$ cat src/inc/sas_consts.svh
// Constants for the successive-approximation converter sequencer
`ifndef SAS_CONSTS_SVH
`define SAS_CONSTS_SVH
`define SAS_NUM_CH          8
`define SAS_RES_BITS        8
`define SAS_CH_SEL_BITS     5
`define SAS_CH_OFF          5'h1F
`define SAS_CH_EXT_MAX      5'h07
`define SAS_CONV_CYCLES     5'h10
`define SAS_DIV_BITS        3
`define SAS_DIV_CNT_BITS    4
`define SAS_CODE_FULL       8'hFF
`define SAS_CODE_ZERO       8'h00
`define SAS_MSB_BIT         8'h80
`endif

$ cat src/inc/sas_pkg.sv
// Types shared by the converter sequencer
package sas_pkg;
	typedef enum logic [1:0] {
		SAS_IDLE,
		SAS_CONV,
		SAS_DONE
	} sas_state_t;
endpackage

$ cat src/hdl/sas_sequencer.sv
// Converter sequencer: channel mux, port override, SAR control, flags
// Behaviour
// [RQ1] Selected shared pin forced as converter input
// [RQ2] Port writes ignored on the selected pin
// [RQ3] Port read of selected pin returns zero
// [RQ4] High reference gives FF, low gives 00
// [RQ5] Control register write starts a conversion
// [RQ6] Conversion takes 16 to 17 converter clocks
// [RQ7] Software sets converter clock near one megahertz
// [RQ8] Continuous mode overwrites result every conversion
// [RQ9] Continuous conversions repeat until bit cleared
// [RQ10] Continuous done flag holds until write/read
// [RQ11] Single mode: one conversion per write
// [RQ12] Interrupt enabled: interrupt, not done flag
// [RQ13] Done bit zero while interrupt asserted
// [RQ14] Converter keeps running during wait mode
// [RQ15] Software powers down before wait if unneeded
// [RQ16] Stop aborts conversion; resumes after stop
// [RQ17] Eight-bit results from eight channels
// [RQ18] Data read or control write removes interrupt
// [RQ19] Five-bit select: eight inputs or references
// [RQ20] All-ones select turns converter off
// [RQ21] Divider 1,2,4,8, or 16 with top bit
// [RQ22] Write mid-conversion restarts on new channel
`timescale 1ns/10ps
`default_nettype none
`include "sas_consts.svh"
module sas_sequencer
	import sas_pkg::*;
#(
	parameter int NUM_CH = `SAS_NUM_CH
) (
	// Clock and reset
	input  wire logic                          I_CLK,
	input  wire logic                          I_RST,
	// Control register write strobe and fields
	input  wire logic                          I_CTRL_WR,
	input  wire logic [`SAS_CH_SEL_BITS-1:0]   I_INPUT_CHANNEL_SELECT,
	input  wire logic                          I_CONTINUOUS_CONV_BIT,
	input  wire logic                          I_CONV_IRQ_ENABLE,
	// Clock register fields and clock sources
	input  wire logic [`SAS_DIV_BITS-1:0]      I_CONV_CLOCK_DIVIDER,
	input  wire logic                          I_CONV_CLOCK_SOURCE_SELECT,
	input  wire logic                          I_EXT_CLK_TICK,
	// Data register read strobe
	input  wire logic                          I_DATA_RD,
	// Low-power mode
	input  wire logic                          I_STOP_MODE,
	// Port logic side of the shared pins
	input  wire logic [NUM_CH-1:0]             I_PORT_OUT,
	input  wire logic [NUM_CH-1:0]             I_PORT_DIR,
	input  wire logic [NUM_CH-1:0]             I_PIN_IN,
	output logic      [NUM_CH-1:0]             O_PIN_OUT,
	output logic      [NUM_CH-1:0]             O_PIN_OE_N,
	output logic      [NUM_CH-1:0]             O_PORT_RD,
	output logic      [NUM_CH-1:0]             O_ANALOG_SEL,
	// Analog comparator interface
	input  wire logic                          I_CMP_ABOVE,
	output logic [`SAS_RES_BITS-1:0]           O_DAC_CODE,
	output logic                               O_CONV_ACTIVE,
	// Status and result
	output logic [`SAS_RES_BITS-1:0]           O_DATA,
	output logic                               O_CONV_DONE_FLAG,
	output logic                               O_CONV_IRQ,
	output logic                               O_CONV_POWERED
);

	// Synchronised pin and comparator inputs
	logic [NUM_CH-1:0] pin_s1_ff, pin_s2_ff;
	logic              cmp_s1_ff, cmp_s2_ff, xt_s1_ff, xt_s2_ff, xt_d_ff;
	// Sequencer state
	sas_state_t        state_ff;
	logic [`SAS_CH_SEL_BITS-1:0] ch_ff;     // Latched channel
	logic              cont_ff, ien_ff;     // Latched mode bits
	logic [`SAS_DIV_CNT_BITS-1:0] div_ff;   // Clock prescaler
	logic [4:0]        cyc_ff;              // Converter clocks in conversion
	logic [`SAS_RES_BITS-1:0] sar_ff, bit_ff, data_ff;
	logic              done_ff, irq_ff, first_ff;
	logic              src_tick, adc_tick, powered, last_cyc, conv_end;
	logic              lead_ff, step_tick;  // Partial first external tick, and ticks that count
	logic [`SAS_DIV_CNT_BITS-1:0] div_max;

	// Two-flop synchronisers; first stage read only by the second
	always_ff @(posedge I_CLK) begin
		if (I_RST) begin
			pin_s1_ff <= '0;
			pin_s2_ff <= '0;
			cmp_s1_ff <= 1'b0;
			cmp_s2_ff <= 1'b0;
			xt_s1_ff  <= 1'b0;
			xt_s2_ff  <= 1'b0;
			xt_d_ff   <= 1'b0;
		end else begin
			pin_s1_ff <= I_PIN_IN;
			pin_s2_ff <= pin_s1_ff;
			cmp_s1_ff <= I_CMP_ABOVE;
			cmp_s2_ff <= cmp_s1_ff;
			xt_s1_ff  <= I_EXT_CLK_TICK;
			xt_s2_ff  <= xt_s1_ff;
			xt_d_ff   <= xt_s2_ff;
		end
	end

	// Pin mux: selected channel taken away from port logic
	genvar g;
	generate
		for (g = 0; g < NUM_CH; g++) begin : g_pin
			logic sel;
			assign sel = powered && (ch_ff == 5'(g));
			assign O_ANALOG_SEL[g] = sel;                          // RQ1
			assign O_PIN_OE_N[g]   = sel ? 1'b1 : ~I_PORT_DIR[g];  // RQ1 RQ2
			assign O_PIN_OUT[g]    = sel ? 1'b0 : I_PORT_OUT[g];   // RQ2
			assign O_PORT_RD[g]    = sel ? 1'b0 : pin_s2_ff[g];    // RQ3
		end
	endgenerate

	// Off code powers down; reference codes leave no pin selected
	assign powered        = (ch_ff != `SAS_CH_OFF);                // RQ19 RQ20
	assign O_CONV_POWERED = powered;
	// Input clock: bus clock, or edge of synchronised external clock
	assign src_tick = I_CONV_CLOCK_SOURCE_SELECT ? 1'b1 : (xt_s2_ff & ~xt_d_ff);
	// Divide by 1,2,4,8, or 16 when top bit set
	always_comb begin
		case (I_CONV_CLOCK_DIVIDER[1:0])                           // RQ21
			2'h0:    div_max = 4'h0;
			2'h1:    div_max = 4'h1;
			2'h2:    div_max = 4'h3;
			default: div_max = 4'h7;
		endcase
		if (I_CONV_CLOCK_DIVIDER[2])
			div_max = 4'hF;                                        // RQ21
	end
	assign adc_tick = src_tick && (div_ff >= div_max);

	// Prescaler counter, restarted by each control write
	always_ff @(posedge I_CLK) begin
		if (I_RST || I_CTRL_WR || I_STOP_MODE)
			div_ff <= '0;
		else if (src_tick)
			div_ff <= adc_tick ? '0 : div_ff + 4'h1;
	end

	// External ticks run free, so the first one after a start or a stop is a
	// partial converter clock; skipping it keeps conversions at 16 to 17 clocks
	always_ff @(posedge I_CLK) begin
		if (I_RST)
			lead_ff <= 1'b0;
		else if (I_CTRL_WR || I_STOP_MODE)
			lead_ff <= ~I_CONV_CLOCK_SOURCE_SELECT;                // RQ6
		else if (adc_tick)
			lead_ff <= 1'b0;
	end
	assign step_tick = adc_tick && !lead_ff;

	// Control register image, latched on write
	always_ff @(posedge I_CLK) begin
		if (I_RST) begin
			ch_ff   <= `SAS_CH_OFF;
			cont_ff <= 1'b0;
			ien_ff  <= 1'b0;
		end else if (I_CTRL_WR) begin
			ch_ff   <= I_INPUT_CHANNEL_SELECT;
			cont_ff <= I_CONTINUOUS_CONV_BIT;                      // RQ9
			ien_ff  <= I_CONV_IRQ_ENABLE;
		end
	end

	// Last of 16 converter clocks; trial bits on clocks 0 to 7
	assign last_cyc = (cyc_ff == `SAS_CONV_CYCLES - 5'h1);
	assign conv_end = (state_ff == SAS_CONV) && step_tick && last_cyc && !I_STOP_MODE;

	// Sequencer; runs through wait mode, aborted by stop
	always_ff @(posedge I_CLK) begin
		if (I_RST) begin
			state_ff <= SAS_IDLE;
			cyc_ff   <= '0;
		end else if (I_CTRL_WR) begin
			state_ff <= (I_INPUT_CHANNEL_SELECT != `SAS_CH_OFF)
				? SAS_CONV : SAS_IDLE;                             // RQ5 RQ22
			cyc_ff   <= '0;
		end else if (!powered) begin
			state_ff <= SAS_IDLE;                                  // RQ20
		end else if (I_STOP_MODE) begin
			cyc_ff   <= '0;                                        // RQ16
			if (state_ff == SAS_CONV || cont_ff)
				state_ff <= SAS_CONV;                              // RQ16
			else
				state_ff <= SAS_IDLE;
		end else begin
			case (state_ff)
				SAS_IDLE: state_ff <= SAS_IDLE;                    // RQ11
				SAS_CONV: begin
					if (step_tick) begin
						cyc_ff <= last_cyc ? '0 : cyc_ff + 5'h1;   // RQ6
						if (last_cyc)
							state_ff <= cont_ff ? SAS_CONV : SAS_DONE; // RQ9 RQ11
					end
				end
				SAS_DONE: state_ff <= SAS_IDLE;
				default:  state_ff <= SAS_IDLE;
			endcase
		end
	end

	// Successive approximation: one bit per converter clock on clocks 0 to 7
	// Comparator lags two flops: a converter clock needs three bus clocks at least
	always_ff @(posedge I_CLK) begin
		if (I_RST || I_CTRL_WR || I_STOP_MODE || (state_ff != SAS_CONV)) begin
			sar_ff <= `SAS_MSB_BIT;
			bit_ff <= `SAS_MSB_BIT;
		end else if (step_tick && last_cyc) begin
			sar_ff <= `SAS_MSB_BIT;
			bit_ff <= `SAS_MSB_BIT;
		end else if (step_tick && bit_ff != `SAS_CODE_ZERO) begin
			// Keep the trial bit when input is above the trial level
			sar_ff <= (cmp_s2_ff ? sar_ff : (sar_ff & ~bit_ff)) | (bit_ff >> 1); // RQ4
			bit_ff <= bit_ff >> 1;
		end
	end
	assign O_DAC_CODE    = sar_ff;
	assign O_CONV_ACTIVE = (state_ff == SAS_CONV) && !I_STOP_MODE;

	// Result load on every completion, read or not
	always_ff @(posedge I_CLK) begin
		if (I_RST)
			data_ff <= `SAS_CODE_ZERO;
		else if (conv_end)
			data_ff <= sar_ff;                                     // RQ8 RQ17
	end
	assign O_DATA = data_ff;

	// Done flag and interrupt; completion wins over same-cycle clear
	always_ff @(posedge I_CLK) begin
		if (I_RST) begin
			done_ff  <= 1'b0;
			irq_ff   <= 1'b0;
			first_ff <= 1'b0;
		end else begin
			if (I_CTRL_WR)
				first_ff <= 1'b1;
			else if (conv_end)
				first_ff <= 1'b0;
			if (conv_end && ien_ff)
				irq_ff <= 1'b1;                                    // RQ12 RQ14
			else if (I_CTRL_WR || I_DATA_RD)
				irq_ff <= 1'b0;                                    // RQ18
			if (conv_end && !ien_ff && (!cont_ff || first_ff))
				done_ff <= 1'b1;                                   // RQ10
			else if (I_CTRL_WR || I_DATA_RD || ien_ff)
				done_ff <= 1'b0;                                   // RQ10 RQ13
		end
	end
	assign O_CONV_DONE_FLAG = done_ff;
	assign O_CONV_IRQ       = irq_ff;

	// Checks
	property p_sel_rd_zero;
		@(posedge I_CLK) disable iff (I_RST)
		powered && ch_ff <= `SAS_CH_EXT_MAX |-> O_PORT_RD[ch_ff[2:0]] == 1'b0;
	endproperty
	a_sel_rd_zero: assert property (p_sel_rd_zero) else $error("selected pin read not zero"); // RQ3
	property p_sel_oe;
		@(posedge I_CLK) disable iff (I_RST)
		powered && ch_ff <= `SAS_CH_EXT_MAX |-> O_PIN_OE_N[ch_ff[2:0]] && O_ANALOG_SEL[ch_ff[2:0]];
	endproperty
	a_sel_oe: assert property (p_sel_oe) else $error("selected pin still driven"); // RQ1
	property p_start;
		@(posedge I_CLK) disable iff (I_RST)
		I_CTRL_WR && I_INPUT_CHANNEL_SELECT != `SAS_CH_OFF |=> state_ff == SAS_CONV && cyc_ff == 5'h0;
	endproperty
	a_start: assert property (p_start) else $error("write did not start conversion"); // RQ5
	property p_data_load;
		@(posedge I_CLK) disable iff (I_RST)
		conv_end |=> O_DATA == $past(sar_ff);
	endproperty
	a_data_load: assert property (p_data_load) else $error("result not loaded"); // RQ8
	property p_irq_clr;
		@(posedge I_CLK) disable iff (I_RST)
		(I_DATA_RD || I_CTRL_WR) && !conv_end |=> !O_CONV_IRQ;
	endproperty
	a_irq_clr: assert property (p_irq_clr) else $error("interrupt not removed"); // RQ18
	property p_done_low_ien;
		@(posedge I_CLK) disable iff (I_RST)
		O_CONV_IRQ && ien_ff && !$rose(ien_ff) |-> !O_CONV_DONE_FLAG;
	endproperty
	a_done_low_ien: assert property (p_done_low_ien) else $error("done set with interrupt"); // RQ13
	property p_single_idle;
		@(posedge I_CLK) disable iff (I_RST)
		conv_end && !cont_ff && !I_CTRL_WR ##1 !I_CTRL_WR |-> state_ff == SAS_DONE ##1 state_ff == SAS_IDLE;
	endproperty
	a_single_idle: assert property (p_single_idle) else $error("single mode did not stop"); // RQ11
	property p_cont_go;
		@(posedge I_CLK) disable iff (I_RST)
		conv_end && cont_ff && !I_CTRL_WR && !I_STOP_MODE |=> state_ff == SAS_CONV;
	endproperty
	a_cont_go: assert property (p_cont_go) else $error("continuous mode stopped"); // RQ9
	property p_off;
		@(posedge I_CLK) disable iff (I_RST)
		!powered && !I_CTRL_WR |=> state_ff == SAS_IDLE && O_ANALOG_SEL == '0;
	endproperty
	a_off: assert property (p_off) else $error("converter active while off"); // RQ20
	property p_stop_abort;
		@(posedge I_CLK) disable iff (I_RST)
		I_STOP_MODE && powered |=> cyc_ff == 5'h0 && $stable(O_DATA);
	endproperty
	a_stop_abort: assert property (p_stop_abort) else $error("stop did not abort conversion"); // RQ16
	c_single: cover property (@(posedge I_CLK) disable iff (I_RST) conv_end && !cont_ff);
	c_cont:   cover property (@(posedge I_CLK) disable iff (I_RST) conv_end && cont_ff);
	c_irq:    cover property (@(posedge I_CLK) disable iff (I_RST) $rose(O_CONV_IRQ));
	c_stop:   cover property (@(posedge I_CLK) disable iff (I_RST) I_STOP_MODE && state_ff == SAS_CONV);

endmodule // sas_sequencer
`default_nettype wire

$ cat config.mk
export PLATFORM = sky130hd
export DESIGN_NAME = sas_sequencer
export DESIGN_NICKNAME = d
export VERILOG_FILES = /design/src/inc/sas_pkg.sv /design/src/hdl/sas_sequencer.sv
export VERILOG_INCLUDE_DIRS = /design/src /design/src/inc
export SDC_FILE = /design/constraint.sdc
export NUM_CORES = 1
export LEC_CHECK = 0
export BUFFER_PORTS_ARGS = -buffer_cell sky130_fd_sc_hd__buf_2
export CORE_MARGIN = 2
export CORE_UTILIZATION = 54
export CTS_CLUSTER_SIZE = 30
export DETAILED_ROUTE_END_ITERATION = 7
export PLACE_DENSITY = 0.84
export SLEW_MARGIN = 25
export SYNTH_ARGS = -nofsm -noshare
export SYNTH_HDL_FRONTEND = slang
export SYNTH_SLANG_ARGS = --single-unit
$ cat constraint.sdc
create_clock -name I_CLK -period 3.5 [get_ports I_CLK]
set_input_delay 0.525 -clock I_CLK [delete_from_list [all_inputs] [get_ports I_CLK]]
set_output_delay 0.525 -clock I_CLK [all_outputs]
set_load 0.05 [all_outputs]
==> Yosys cells after proc, flatten, opt, wreduce, memory -nomap -nowiden <==
Cells that the tools add are included.
{ "classes": {"magnitude_cmp": 1, "shifts": 0, "n_reduce_logical": 44, "div_mod_pow": 0, "n_mux": 50, "multipliers": 0, "addsub": 2, "bitwise_logic": 14, "n_eq_ne": 16} }
{ "op_table": {"columns": ["operator", "n"], "rows": [
  ["1-bit 2-to-1 mux", 35],
  ["5-bit by 3-bit == test with 1-bit output (second input constant)", 4],
  ["5-bit 2-to-1 mux", 4],
  ["5-bit inequality test (second input constant)", 4],
  ["1-bit logical AND", 19],
  ["2-bit 2-to-1 mux", 7],
  ["2-bit nonzero test", 6],
  ["5-bit by 2-bit == test with 1-bit output (second input constant)", 2],
  ["1-bit NOT", 10],
  ["3-bit one-hot mux with 3 select lines", 1],
  ["8-bit AND", 1],
  ["1-bit logical OR", 8],
  ["4-bit 2-to-1 mux", 2],
  ["8-bit 2-to-1 mux", 1],
  ["8-bit NOT", 1],
  ["8-bit by 7-bit OR with 8-bit output", 1],
  ["8-bit nonzero test", 1],
  ["5-bit by 1-bit adder with 5-bit output (second input constant)", 1],
  ["5-bit by 1-bit == test with 1-bit output (second input constant)", 1],
  ["5-bit by 4-bit == test with 1-bit output (second input constant)", 1],
  ["5-bit zero test", 1],
  ["4-bit by 1-bit adder with 4-bit output (second input constant)", 1],
  ["2-bit by 1-bit == test with 1-bit output (second input constant)", 2],
  ["4-bit greater-or-equal comparator", 1],
  ["8 further kinds", 12]
]} }
{ "totals": {"reg_bits": 67, "latchBits": 0, "rom_bits": 0, "memories": 0, "ram_bits": 0, "inputBits": 42, "wordCells": 147, "output_inout_bits": 52} }

==> Longest topological paths before layout <==
{ "logic_depth": {"depth_word": 12, "depth_mapped": 9, "ltp_nobuf": 7} }

==> Least setup slack after synthesis <==
OpenSTA, ideal clock, no wires.
{ "synth_path": {"kind": "input port to flip-flop", "from": "input I_CONV_CLOCK_DIVIDER[2]", "to": "register cyc_ff[0]", "n_path_buf": 2, "required_time_ns": 3.384, "path_slack_ns": 1.003, "arrival_time_ns": 2.381, "path_stages": 9, "cell_sequence": "or3_1 > ha_1 > nand2b_1 > a2111oi_4 > or3_1 > buf_6 > buf_6 > nor4_1 > a31o_2"} }
{ "synth_via": {"elab_chain_len": 6} }
{ "synth_lines": {"columns": ["item", "line", "text"], "rows": [
  ["start: declaration", "sas_sequencer.sv:42", "input wire logic [`SAS_DIV_BITS-1:0] I_CONV_CLOCK_DIVIDER,"],
  ["4-bit 2-to-1 mux", "sas_sequencer.sv:130", "if (I_CONV_CLOCK_DIVIDER[2])"],
  ["4-bit greater-or-equal comparator", "sas_sequencer.sv:133", "assign adc_tick = src_tick && (div_ff >= div_max);"],
  ["1-bit logical AND", "sas_sequencer.sv:133", null],
  ["1-bit logical AND", "sas_sequencer.sv:153", "assign step_tick = adc_tick && !lead_ff;"],
  ["2-bit nonzero test (no source line)", null, null],
  ["3-bit AND reduction (no source line)", null, null],
  ["end signal: assignment", "sas_sequencer.sv:194", "cyc_ff <= last_cyc ? '0 : cyc_ff + 5'h1;"],
  ["end: declaration", "sas_sequencer.sv:76", "logic [4:0] cyc_ff;"]
]} }
No other way between the ends.
A chain may end at the register's enable or synchronous reset.

==> Final worst setup path <==
{ "layout_path": {"from": "input I_CONV_CLOCK_DIVIDER[2]", "to": "register sar_ff[4] (netlist: O_DAC_CODE[4])"} }
{ "layout_via": {"elab_chain_len": 6, "elab_cells_between_ends": 7, "cone_classes": "order compare: 1; mux: 1; reduce/logical: 5"} }
{ "layout_lines": {"columns": ["item", "line", "text"], "rows": [
  ["4-bit 2-to-1 mux (*)", "sas_sequencer.sv:130", null],
  ["4-bit greater-or-equal comparator (*)", "sas_sequencer.sv:133", null],
  ["1-bit logical AND (*)", "sas_sequencer.sv:133", null],
  ["1-bit logical AND (*)", "sas_sequencer.sv:153", null],
  ["1-bit logical AND", "sas_sequencer.sv:211", "end else if (step_tick && last_cyc) begin"],
  ["2-bit OR reduction (no source line)", null, null],
  ["end signal: assignment", "sas_sequencer.sv:209", "sar_ff <= `SAS_MSB_BIT;"],
  ["end signal: assignment", "sas_sequencer.sv:212", "sar_ff <= `SAS_MSB_BIT;"],
  ["end signal: assignment", "sas_sequencer.sv:216", "sar_ff <= (cmp_s2_ff ? sar_ff : (sar_ff & ~bit_ff)) | (bit_ff >> 1);"],
  ["end: declaration", "sas_sequencer.sv:77", "logic [`SAS_RES_BITS-1:0] sar_ff, bit_ff, data_ff;"]
]} }
Mark *: on every way between the ends. The rest lies on a longest branch, timed or not.

==> metrics.cfg <==
[run_status]
status = finished clean

[placement]
dp_cells = 469
hpwl_um = 4454
place_congestion = 0.8465
io_buffers = 93

[synth]
synth.avg_cell_area_um2 = 9.027
async_flop_share_pct = 0
synth_seq_cells = 67
synth_flop_cell = dfxtp_1
synth-edff-count = 0
synth_seq_area_share_pct = 46.15
synth_warnings = 0
yosysUniqueCellTypes = 50
synthesis.area_mm2 = 0.002907
syn_inst = 322
syn-num-nets = 370

[pwr]
combPwrFrac_pct = 11.2
clockPowerShare_pct = 41.2
p_per_area_mw_per_mm2 = 467.0
leakage_uw = 0.001607
p_sw_uw = 405.9
swShare_pct = 24.35
finalPower_uw = 1667
max-vdd-ir-drop_mv = 0.2985
internal_power_uw = 1261
pwr-share-seq_pct = 47.7

[drt]
drt_iter0_drc = 132
drc = 0
via_per_inst = 5.118
dr_total_vias = 2477
ant_nets = 0
dr.pass1.iters = 4
wl_per_cell_um = 12.72
wl_um = 6156

[grt]
grt_pass1_vias = 2282
antenna_found_initial = 0
grt_pass1_wl_um = 10210
grt_usage_pct = 21.62
overflow = 0
grt_start_max_net_pins = 43

[timing]
skew_ns = 0.007129
whs_ns = 0.3984
finalHoldViolCount = 0
period_minus_slack_ns = 2.639
setup-tns-final_ns = 0
max-slew-margin-rel_pct = 53.58
fmax_mhz = 378.9
post-route-period-util_pct = 75.40
tightest_slew_ns = 0.6925
setup_viol = 0
rsz0062_at_grt = no
slew_viol_final = 0

[final_layout]
seq_area_mm2 = 0.001341
fill_cells = 436
fin_nets = 458
layout_common_cells = buf_2, dfxtp_1, nor2b_1
antennaDiodeCount = 0
multi_input_area_mm2 = 0.001385
syn_to_final_growth_pct = 22.82
drive_above_1_share_pct = 28.99
stdcell_count = 484
layout_commonest_cell = buf_2

[setup_path]
cp-start-kind = input pin
r2r_slack_ns = 1.09
startpoint = I_CONV_CLOCK_DIVIDER[2]
cp.required_ns = 3.76
critPathKind = input pin to flop
rr_startpoint = div_ff[0]
critPathMaxFanout = 14
worstPathArrival_ns = 2.90
timing.rr.end = O_DAC_CODE[4]
worstRegToRegCells = 8
crit_path_end_kind = flop

[floorplan]
rows = 26
ioPinCount = 94
die_w_um = 77.37
dieArea_mm2 = 0.005985
start_util_pct = 56.55
dieHeight_um = 77.37
core_area_mm2 = 0.005140

[clock_tree]
cts.sinks = 67
cts_resized = 0
cts.path.max_buffers = 2
clkSlewWorstSetupHoldPaths_ns = 0.07
clk_latency_ns = 0.33
root_buffer = clkbuf_8
cts_made_buffers = 9
cts_tree = yes
post_cts_buffers = 0
postCtsHoldBufs = 0
h-tree-depth = 3

[min_path]
hold-path-endpoint = pin_s1_ff[4]
hold_class = input pin to flop
min_path_cells = 2
hold_start = I_PIN_IN[4]

[job]
drv_cap = 0

worst max path at each step:
stage                    end  cells after the start
6_report       O_DAC_CODE[4]                      9
3_3_place_gp   O_DAC_CODE[7]                      8
4_1_cts        O_DAC_CODE[1]                      9
3_5_place_dp   O_DAC_CODE[4]                      9
2_1_floorplan      cyc_ff[0]                      9
5_1_grt        O_DAC_CODE[4]                      9
state kept, by name, indices dropped and copies added, names as in the netlist, 2 cells and up:
| signal | flops |
|---|---|
| div_ff | 4 |
| bit_ff | 8 |
| O_DAC_CODE | 8 |
| ch_ff | 5 |
| pin_s1_ff | 8 |
| O_DATA | 8 |
| cyc_ff | 5 |
| state_ff | 2 |
| pin_s2_ff | 8 |
through the flow:
step / utilization, % / instance area (µm²) / setup WS (ns)
after floorplan: - / 2907 / 1.003
after global placement: 65.26 / 3354 / 0.5906
after detailed placement: 65.26 / 3354 / 0.5062
after CTS: 69.45 / 3570 / 0.8455
after global routing: 69.45 / 3570 / 0.6875
final: 69.45 / 3570 / 0.8611
layout make-up:
cell class,instances,share of cell area (%)
clock buffers,10,3.856
repair buffers,96,13.67
clock inverters,5,2.173
well taps,70,2.454
inverters,14,1.472
flip-flops and latches,67,37.57
multi-input cells,222,38.80
worst max-delay path, stage by stage:
cell and delay [ns]:
buf_2 0.11, or3_1 0.37, ha_1 0.27, nand2b_1 0.17
a2111oi_4 0.45, or3_1 0.49, buf_4 0.25, o21ai_0 0.10
a21oi_1 0.16
logic make-up (layout without fill, tap and decap cells):
logic type | count (synthesis) | after routing | synth area share [%]
buffers and inverters | 33 | 125 | 6.199
and+or+nand+nor | 143 | 143 | 26.30
adders and majority gates | 7 | 7 | 2.927
muxes | 11 | 11 | 3.788
DFF | 67 | 67 | 46.15
AOI/OAI and AO/OA | 58 | 58 | 13.73
xor gates and xnor gates | 3 | 3 | 0.9042
cells in the mapped netlist, types with 2 or more instances:
master	n	area (µm²)
o21ai_0	13	65.06
a21oi_1	19	95.09
buf_6	2	22.52
or2_2	2	12.51
clkbuf_1	6	22.52
and2_1	14	87.58
or3_1	4	25.02
a21o_1	3	22.52
nand2b_1	9	56.30
mux2i_1	11	110.1
nor2_1	27	101.4
a211o_1	5	43.79
dfxtp_1	67	1341
ha_1	6	75.07
nand3_1	3	15.01
and3_1	2	12.51
xnor2_1	2	17.52
inv_1	14	52.55
buf_4	11	82.58
a31oi_1	5	31.28
nand2_1	31	116.4
nor2b_1	35	219.0
nor3_1	4	20.02
power groups by stage:
stage / registers (µW) / clock network, µW / logic [µW]
after global routing: 797 / 731 / 202
after global placement: 810 / 0 / 183
after floorplan: 808 / 0 / 133
final: 795 / 686 / 186
after CTS: 795 / 698 / 187
after detailed placement: 812 / 0 / 185
layer usage:
metal  wire [µm]  part of all wire [%]  GRT usage [%]
met5           0                     0              0
met4          85                   1.4          8.214
met3         470                   7.6          7.442
met2        2992                    49          36.26
met1        2607                    42          25.52
No activity file was read; power rests on OpenSTA's default activity.
